## src/inc/mecnt_pkg.sv

```systemverilog
// Constants, field layout and mode codes for the multimode encoder counter
package mecnt_pkg;
   localparam int CNT_W = 32;
   localparam int ADDR_W = 4;
   // Register offsets
   localparam logic [3:0] CTRL_OFS = 4'h0;
   localparam logic [3:0] COUNT_OFS = 4'h4;
   localparam logic [3:0] TIME_OFS = 4'h8;
   localparam logic [3:0] STATUS_OFS = 4'hc;
   // Control field positions
   localparam int CTRL_MODE_LSB = 0;
   localparam int CTRL_FILT_LSB = 4;
   localparam int CTRL_DOWN_BIT = 8;
   localparam int CTRL_NOCLR_BIT = 9;
   localparam int CTRL_ZERO_BIT = 10;
   localparam int CTRL_INDEX_BIT = 11;
   localparam logic [11:0] CTRL_RESET = 12'h000;
   // Clock rates in kHz, periods in ps
   localparam int CLK_KHZ = 250000;
   localparam int TB_KHZ = 80000;
   localparam int TB_PERIOD_PS = 12500;
   // Filter gate times in ns, off first
   localparam int GATE_NS [8] = '{0, 100, 200, 500, 1000, 2000, 4000, 5000};
   localparam int GATE_W = 9;
   typedef enum logic [2:0] {
      MECNT_SINGLE = 3'b000,
      MECNT_DOUBLE = 3'b001,
      MECNT_QUAD = 3'b010,
      MECNT_PULSE = 3'b011,
      MECNT_FREQ = 3'b100,
      MECNT_PERIOD = 3'b101
   } mecnt_mode_e;
endpackage
```

## src/hdl/mecnt_top.sv

```systemverilog
// Multimode encoder counter channel: decode, filter, frequency and period
`timescale 1ns/1ns
module mecnt_top (
   input wire logic mclk_in,
   input wire logic resetn_in,
   input wire logic phase_a_in,
   input wire logic phase_b_in,
   input wire logic index_in,
   input wire logic sample_clk_in,
   input wire logic acq_start_in,
   input wire logic [mecnt_pkg::ADDR_W-1:0] reg_addr_in,
   input wire logic [31:0] reg_wdata_in,
   input wire logic reg_wr_in,
   input wire logic reg_rd_in,
   output logic [31:0] reg_rdata_out,
   output logic [mecnt_pkg::CNT_W-1:0] count_out,
   output logic [mecnt_pkg::CNT_W-1:0] time_out,
   output logic sample_valid_out
);
   import mecnt_pkg::*;

   // Control fields
   logic [11:0] ctrl_ff;
   mecnt_mode_e mode;
   logic [2:0] filt_sel;
   logic dir_down;
   logic no_clear;
   logic zero_opt;
   logic index_en;
   // Input conditioning
   logic [2:0] raw_in;
   logic [2:0] sync1_ff;
   logic [2:0] sync2_ff;
   logic [2:0] sync3_ff;
   logic [2:0] clean_ff;
   logic smp1_ff;
   logic smp2_ff;
   logic smp3_ff;
   logic smp_lvl_ff;
   logic smp_tick;
   logic [8:0] tb_acc_ff;
   logic tb_tick;
   logic [GATE_W-1:0] gate_ticks;
   logic [2:0] filt_out_ff;
   logic [2:0] filt_lvl;
   // Decoder
   logic [2:0] prev_ff;
   logic a;
   logic b;
   logic z;
   logic a_prev;
   logic b_prev;
   logic a_rise;
   logic a_fall;
   logic b_rise;
   logic b_edge;
   logic a_edge;
   logic step_up;
   logic step_dn;
   logic index_hit;
   // Counters and captures
   logic [CNT_W-1:0] count_ff;
   logic [CNT_W-1:0] nxt_count;
   logic [CNT_W-1:0] tb_count_ff;
   logic [CNT_W-1:0] tb_latch_ff;
   logic [CNT_W-1:0] period_ff;
   logic [CNT_W-1:0] period_latch_ff;
   logic period_armed_ff;
   logic period_new_ff;
   logic clear_now;

   // Control field decode
   assign mode = mecnt_mode_e'(ctrl_ff[CTRL_MODE_LSB +: 3]);
   assign filt_sel = ctrl_ff[CTRL_FILT_LSB +: 3];
   assign dir_down = ctrl_ff[CTRL_DOWN_BIT];
   assign no_clear = ctrl_ff[CTRL_NOCLR_BIT];
   assign zero_opt = ctrl_ff[CTRL_ZERO_BIT];
   assign index_en = ctrl_ff[CTRL_INDEX_BIT];

   // Control register write; only the low twelve bits are kept
   always_ff @(posedge mclk_in) begin
      if (!resetn_in) begin
         ctrl_ff <= CTRL_RESET;
      end else if (reg_wr_in && reg_addr_in == CTRL_OFS) begin
         ctrl_ff <= reg_wdata_in[11:0];
      end
   end

   // Register read, data valid in the cycle after the strobe
   always_ff @(posedge mclk_in) begin
      if (!resetn_in) begin
         reg_rdata_out <= 32'h0;
      end else if (reg_rd_in) begin
         case (reg_addr_in)
            CTRL_OFS: reg_rdata_out <= {20'h0, ctrl_ff};
            COUNT_OFS: reg_rdata_out <= count_ff;
            TIME_OFS: reg_rdata_out <= tb_latch_ff;
            STATUS_OFS: reg_rdata_out <= {27'h0, period_new_ff, filt_lvl, 1'b0};
            default: reg_rdata_out <= 32'h0;
         endcase
      end else begin
         reg_rdata_out <= 32'h0;
      end
   end

   // Pin inputs pass three flops; a change is taken once stages two and
   // three agree, so metastable values on stage one never reach logic
   assign raw_in = {index_in, phase_b_in, phase_a_in};
   always_ff @(posedge mclk_in) begin
      if (!resetn_in) begin
         sync1_ff <= 3'h0;
         sync2_ff <= 3'h0;
         sync3_ff <= 3'h0;
      end else begin
         sync1_ff <= raw_in;
         sync2_ff <= sync1_ff;
         sync3_ff <= sync2_ff;
      end
   end

   // Agreed level per input
   // The agreed stage costs a cycle of latency, but a one-cycle disagreement
   // between stages two and three can never produce a false edge
   always_ff @(posedge mclk_in) begin
      if (!resetn_in) begin
         clean_ff <= 3'h0;
      end else begin
         for (int i = 0; i < 3; i++) begin
            if (sync2_ff[i] == sync3_ff[i]) begin
               clean_ff[i] <= sync3_ff[i];
            end
         end
      end
   end

   // Sample clock arrives from the acquisition side, same treatment
   always_ff @(posedge mclk_in) begin
      if (!resetn_in) begin
         smp1_ff <= 1'b0;
         smp2_ff <= 1'b0;
         smp3_ff <= 1'b0;
         smp_lvl_ff <= 1'b0;
      end else begin
         smp1_ff <= sample_clk_in;
         smp2_ff <= smp1_ff;
         smp3_ff <= smp2_ff;
         if (smp2_ff == smp3_ff) begin
            smp_lvl_ff <= smp3_ff;
         end
      end
   end
   assign smp_tick = smp2_ff && smp3_ff && !smp_lvl_ff;

   // Time base tick at 80 MHz from the 250 MHz clock by a rate accumulator.
   // Ticks jitter by one clock but average exactly 12.5 ns
   // One clock domain only: a tick pulse replaces a divided clock
   always_ff @(posedge mclk_in) begin
      if (!resetn_in) begin
         tb_acc_ff <= 9'h0;
      end else if (tb_acc_ff + 9'(TB_KHZ / 1000) >= 9'(CLK_KHZ / 1000)) begin
         tb_acc_ff <= tb_acc_ff + 9'(TB_KHZ / 1000) - 9'(CLK_KHZ / 1000);
      end else begin
         tb_acc_ff <= tb_acc_ff + 9'(TB_KHZ / 1000);
      end
   end
   assign tb_tick = (tb_acc_ff + 9'(TB_KHZ / 1000) >= 9'(CLK_KHZ / 1000));

   // Gate time in time base ticks for the selected setting
   always_comb begin
      gate_ticks = '0;
      for (int g = 0; g < 8; g++) begin
         if (filt_sel == 3'(g)) begin
            gate_ticks = GATE_W'(GATE_NS[g] * 1000 / TB_PERIOD_PS);
         end
      end
   end

   // One filter per input; the stability count restarts whenever the input
   // returns to the passed level, so short pulses never get through
   for (genvar gi = 0; gi < 3; gi++) begin : g_filt
      logic [GATE_W-1:0] stable_ff;
      always_ff @(posedge mclk_in) begin
         if (!resetn_in) begin
            stable_ff <= '0;
            filt_out_ff[gi] <= 1'b0;
         end else if (tb_tick) begin
            if (clean_ff[gi] == filt_out_ff[gi]) begin
               stable_ff <= '0;
            end else if (stable_ff + GATE_W'(1) >= gate_ticks) begin
               filt_out_ff[gi] <= clean_ff[gi];
               stable_ff <= '0;
            end else begin
               stable_ff <= stable_ff + GATE_W'(1);
            end
         end
      end
      // Off setting bypasses the filter completely
      assign filt_lvl[gi] = (filt_sel == 3'h0) ? clean_ff[gi] : filt_out_ff[gi];
   end

   // Previous filtered levels for edge detection
   always_ff @(posedge mclk_in) begin
      if (!resetn_in) begin
         prev_ff <= 3'h0;
      end else begin
         prev_ff <= filt_lvl;
      end
   end

   assign a = filt_lvl[0];
   assign b = filt_lvl[1];
   assign z = filt_lvl[2];
   assign a_prev = prev_ff[0];
   assign b_prev = prev_ff[1];
   assign a_rise = a && !a_prev;
   assign a_fall = !a && a_prev;
   assign a_edge = a ^ a_prev;
   assign b_rise = b && !b_prev;
   assign b_edge = b ^ b_prev;

   // Decoder steps. For quadrature, direction is up when new A differs from
   // old B, which covers A leading B on every edge kind
   always_comb begin
      step_up = 1'b0;
      step_dn = 1'b0;
      case (mode)
         MECNT_SINGLE: begin
            step_up = a_rise && !b;
            step_dn = a_fall && !b;
         end
         MECNT_DOUBLE: begin
            step_up = a_edge && (a ^ b_prev);
            step_dn = a_edge && !(a ^ b_prev);
         end
         MECNT_QUAD: begin
            step_up = (a_edge ^ b_edge) && (a ^ b_prev);
            step_dn = (a_edge ^ b_edge) && !(a ^ b_prev);
         end
         MECNT_PULSE: begin
            step_up = a_rise && !b_rise;
            step_dn = b_rise && !a_rise;
         end
         MECNT_FREQ: begin
            step_up = a_rise && !dir_down;
            step_dn = a_rise && dir_down;
         end
         default: begin
            step_up = 1'b0;
            step_dn = 1'b0;
         end
      endcase
   end

   // Index reloads zero in the quarter where A and B are both low
   assign index_hit = index_en && z && !a && !b &&
      (mode == MECNT_SINGLE || mode == MECNT_DOUBLE || mode == MECNT_QUAD);

   // Start of acquisition clears unless the channel keeps its position
   assign clear_now = acq_start_in && !no_clear;

   // Event or position counter (even counter of the pair)
   always_comb begin
      nxt_count = count_ff;
      if (clear_now || index_hit) begin
         nxt_count = '0;
      end else if (step_up) begin
         nxt_count = count_ff + CNT_W'(1);
      end else if (step_dn) begin
         nxt_count = count_ff - CNT_W'(1);
      end
   end

   // Counting never pauses between acquisitions
   always_ff @(posedge mclk_in) begin
      if (!resetn_in) begin
         count_ff <= '0;
      end else begin
         count_ff <= nxt_count;
      end
   end

   // Time base counter (odd counter of the pair)
   always_ff @(posedge mclk_in) begin
      if (!resetn_in) begin
         tb_count_ff <= '0;
      end else if (clear_now) begin
         tb_count_ff <= '0;
      end else if (tb_tick) begin
         tb_count_ff <= tb_count_ff + CNT_W'(1);
      end
   end

   // In frequency mode a source rise latches the running time base count
   always_ff @(posedge mclk_in) begin
      if (!resetn_in) begin
         tb_latch_ff <= '0;
      end else if (clear_now) begin
         tb_latch_ff <= '0;
      end else if (mode == MECNT_FREQ && a_rise) begin
         tb_latch_ff <= tb_count_ff;
      end
   end

   // Period count: ticks between source rises, restart at each rise.
   // The first rise after reset only arms, since its interval is partial.
   // A tick in the cycle of a rise is dropped; the loss stays inside the
   // one-tick phase uncertainty that any period count carries anyway
   always_ff @(posedge mclk_in) begin
      if (!resetn_in) begin
         period_ff <= '0;
         period_latch_ff <= '0;
         period_armed_ff <= 1'b0;
      end else if (clear_now || mode != MECNT_PERIOD) begin
         period_ff <= '0;
         period_latch_ff <= '0;
         period_armed_ff <= 1'b0;
      end else if (a_rise) begin
         period_ff <= '0;
         period_armed_ff <= 1'b1;
         if (period_armed_ff) begin
            period_latch_ff <= period_ff;
         end
      end else if (tb_tick) begin
         period_ff <= period_ff + CNT_W'(1);
      end
   end

   // New value flag: set on a completed period, cleared by the sample;
   // a completion in the sample cycle itself wins over the clear
   always_ff @(posedge mclk_in) begin
      if (!resetn_in) begin
         period_new_ff <= 1'b0;
      end else if (mode == MECNT_PERIOD && a_rise && period_armed_ff && !clear_now) begin
         period_new_ff <= 1'b1;
      end else if (smp_tick || clear_now) begin
         period_new_ff <= 1'b0;
      end
   end

   // Sample capture; the live counters are only read, never disturbed
   // Outputs change only here, so the acquisition side always sees one
   // coherent pair of values per sample, never a half-updated one
   always_ff @(posedge mclk_in) begin
      if (!resetn_in) begin
         count_out <= '0;
         time_out <= '0;
         sample_valid_out <= 1'b0;
      end else begin
         sample_valid_out <= smp_tick;
         if (smp_tick) begin
            case (mode)
               MECNT_FREQ: begin
                  count_out <= count_ff;
                  time_out <= tb_latch_ff;
               end
               MECNT_PERIOD: begin
                  time_out <= '0;
                  if (period_new_ff || !zero_opt) begin
                     count_out <= period_latch_ff;
                  end else begin
                     count_out <= '0;
                  end
               end
               default: begin
                  count_out <= count_ff;
                  time_out <= '0;
               end
            endcase
         end
      end
   end
endmodule

```

## config.mk

```make
export PLATFORM = sky130hd
export DESIGN_NAME = mecnt_top
export DESIGN_NICKNAME = d
export VERILOG_FILES = /design/src/inc/mecnt_pkg.sv /design/src/hdl/mecnt_top.sv
export SDC_FILE = /design/constraint.sdc
export NUM_CORES = 1
export LEC_CHECK = 0
export BUFFER_PORTS_ARGS = -buffer_cell sky130_fd_sc_hd__buf_2
export CAP_MARGIN = 20
export CORE_AREA = 2 2 176 178
export DETAILED_ROUTE_END_ITERATION = 12
export DIE_AREA = 0 0 178 180
export PLACE_DENSITY = 0.68
export SLEW_MARGIN = 20
export SYNTH_ARGS = -nofsm -noshare
export SYNTH_HDL_FRONTEND = slang
export SYNTH_SLANG_ARGS = --single-unit
```

## constraint.sdc

```tcl
create_clock -name mclk_in -period 7.2 [get_ports mclk_in]
set_input_delay 0.36 -clock mclk_in [delete_from_list [all_inputs] [get_ports mclk_in]]
set_output_delay 0.36 -clock mclk_in [all_outputs]
set_load 0.02 [all_outputs]
```

==> flow_summary.json <==
{
  "numCtsBuffers": 36,
  "hold_buffers": 0,
  "io_pins": 142,
  "io_buffers": 121,
  "setup_viol": 0,
  "rsz0062_at_grt": "no",
  "cts_tree": "built",
  "power_leakage_nw": 6.62,
  "first_pass_iters": 6,
  "ys_seq_area_frac": 0.442,
  "synth_area_leaders": "dfxtp_1 44%, nand2_1 6.8%, a21oi_1 5.6%, ha_1 5.4%, nor2_1 5.3%",
  "synth_common_cells": "327 x dfxtp_1, 269 x nand2_1, 209 x nor2_1, 166 x a21oi_1, 83 x clkbuf_1",
  "multi_input_area_mm2": 0.00783,
  "yosysTopAreaCellShare": 0.442,
  "core_area_mm2": 0.0302,
  "min_to": "sync1_ff[0]",
  "ant_nets": 0,
  "critPathArrivalTime_ns": 5.44,
  "cp_max_fo": 33,
  "regArea_mm2": 0.00655,
  "met3_usage": 0.0296,
  "start_kind": "flip-flop",
  "wl_per_cell_um": 16.6,
  "yosysMostFrequentCell": "dfxtp_1",
  "grt_pass1_wl_mm": 61.3,
  "reg2reg_to": "count_ff[31]",
  "period_needed_ns": 5.07,
  "vias_per_cell": 5.69,
  "synth.avg_cell_area_um2": 8.39,
  "htree_num_levels": 2,
  "tns_ns": 0,
  "drv_slew": 0,
  "r2r-start": "ctrl_ff[4]",
  "cts.clk_slew.worst_paths_ns": 0.06,
  "drt_first_iter_violations": 1068,
  "globalplace.congestion": 0.878,
  "drive_gt1_frac": 0.123,
  "fin_area_mm2": 0.0170,
  "synthCells": 1767,
  "cellPowerDensity_mw_per_mm2": 232,
  "dieWidth_um": 178,
  "busiest_layer": "met2",
  "die_y_um": 180,
  "synth_seq_cells": 327,
  "clock_latency_ns": 0.53,
  "status": "complete, no violations",
  "syn_nets": 1877,
  "vias": 12900,
  "critical_path_class": "flip-flop to flip-flop",
  "worst_clock_skew_ns": 0.0317,
  "worstHoldStart": "phase_a_in",
  "synth_edf_count": 0,
  "grt_max_degree": 69,
  "wl_mm": 37.6,
  "met2_usage": 0.360,
  "remaining_drc_errors": 0,
  "grt.overflow.total": 0,
  "grtUsageTotal": 0.233,
  "grt.met1_usage": 0.344,
  "crit_path_end_kind": "flip-flop",
  "fmax_mhz": 197,
  "diodes": 0,
  "hold_violations": 0,
  "ys_warn_count": 0,
  "hp-class": "input pin to flip-flop",
  "ir_worst_vdd_mv": 0.172,
  "dieArea_mm2": 0.0320,
  "synth_ff_type": "dfxtp_1",
  "syn2layout_area_growth_pct": 14.6,
  "worst_pin_slew_ns": 0.915,
  "yosysTopAreaCell": "dfxtp_1",
  "rows": 64,
  "grt_pass1_vias": 12000,
  "clock-sinks": 327,
  "worstPathRequired_ns": 7.57,
  "fin_nets": 1957,
  "r2r_slack_ns": 2.13,
  "post_cts.repair.setup_buffers": 0,
  "root_buffer": "clkbuf_16",
  "syn_area_mm2": 0.0148,
  "drv_cap": 0,
  "slew_headroom": 0.384,
  "initial_core_util": 0.491,
  "async_flop_share": 0,
  "post_dp_cell_area_mm2": 0.0157,
  "fin_crit_sh": 0.704,
  "clk_path_buf_depth": 3,
  "rr_worst_depth": 17,
  "dp_hpwl_mm": 25.6,
  "num-fill-cells": 2737,
  "antenna_found_initial": 0,
  "cts_resized": 0,
  "hold_path_depth": 2,
  "ys_types": 62
}
==> cell type report <==
class,instances,area share
inverters,32,0.00715
clock inverters,14,0.0123
multi-input cells,1312,0.461
clock buffers,50,0.0621
repair buffers,138,0.0432
flip-flops and latches,327,0.385
well taps,396,0.0292
==> state kept, by name, indices dropped and copies added (netlist names), 32 cells and up <==
| signal | count |
|---|---|
| tb_count_ff | 32 |
| period_ff | 32 |
| reg_rdata_out | 32 |
| count_ff | 32 |
| period_latch_ff | 32 |
| tb_latch_ff | 32 |
| count_out | 32 |
| time_out | 32 |
==> worst max-delay path by stage <==
stage                          start      endpoint  slack (ns)  cells after the start
after detailed placement  ctrl_ff[4]  count_ff[31]        2.21                     17
after floorplan           ctrl_ff[4]  count_ff[28]        1.72                     17
after global placement    ctrl_ff[4]  count_ff[31]        2.30                     17
after global routing      ctrl_ff[4]  count_ff[31]        1.68                     17
after CTS                 ctrl_ff[4]  count_ff[31]        2.15                     17
final                     ctrl_ff[4]  count_ff[31]        2.13                     17
==> layout by cell type (no fill, tap or decap), types with 5 or more instances in the layout <==
cell       count
ha_1          64
nor3_1        54
a22oi_1       65
clkbuf_8       8
a211oi_1      10
xnor2_1       42
nand2_1      268
and2_1        18
buf_4         17
a31oi_1        7
nor2b_1        5
bufinv_16      5
xor2_1        68
a21o_1        26
a32oi_1        7
nand3_1       48
mux2_2         6
and4_1         5
and3_1        21
clkbuf_1       5
dfxtp_1      327
buf_2        121
nor2_1       206
or3_1         14
a21oi_1      164
o21ai_0       49
nor4_1        10
clkbuf_16     37
clkinv_2       7
o211ai_1      11
nand4_1       33
a221oi_1      32
inv_1         31
a22o_1         9
==> kinds of logic after synthesis <==
| kind of cell | count (synthesis) | share of synthesized area |
|---|---|---|
| adders and majority gates | 65 | 0.0554 |
| muxes | 9 | 0.00659 |
| xor gates and xnor gates | 110 | 0.0650 |
| AOI/OAI and AO/OA | 411 | 0.180 |
| buffers and inverters | 128 | 0.0330 |
| DFF | 327 | 0.442 |
| and+or+nand+nor | 717 | 0.218 |
==> critical path, cell delays in order, from the launching register on <==
cell       delay [ns]
dfxtp_1          0.40
nor3_2           0.32
mux2_2           0.43
ha_1             0.21
nor3_1           0.17
a21oi_1          0.06
a211oi_1         0.47
a21oi_2          0.05
buf_4            0.28
ha_1             0.48
nand2_1          0.10
o311ai_0         0.38
a21boi_0         0.23
a2111oi_2        0.62
o211ai_1         0.22
and4_1           0.24
nor3_1           0.17
nor3_1           0.07
==> layer usage <==
layer / vias to the layer above / share of wire / wire [um]
met5: - / 0 / 0
met4: 0 / 0.019 / 703
met2: 390 / 0.43 / 16400
met3: 62 / 0.062 / 2330
met1: 6068 / 0.48 / 18300
li1: 6380 / - / -
==> per-stage QoR <==
| stage | hold WS (ns) | cells | setup slack [ns] | util | power, mW |
|---|---|---|---|---|---|
| 2_1_floorplan | 0.412 | 1767 | 1.72 | - | 1.99 |
| 5_1_grt | 0.0494 | 2269 | 1.68 | 0.563 | 4.08 |
| 6_report | 0.0361 | 2269 | 2.13 | 0.563 | 3.95 |
| 3_5_place_dp | 0.419 | 2205 | 2.21 | 0.521 | 2.04 |
| 3_3_place_gp | 0.413 | 2205 | 2.30 | 0.521 | 2.04 |
| 4_1_cts | 0.0228 | 2269 | 2.15 | 0.563 | 3.98 |
==> where the power goes <==
part	leakage, nW	total [mW]	switching, mW	internal, mW
Sequential	2.64	1.83	0.0116	1.82
Clock	0.629	1.95	0.741	1.21
Combinational	3.36	0.167	0.116	0.0510
Power figures use the tool's default switching activity.
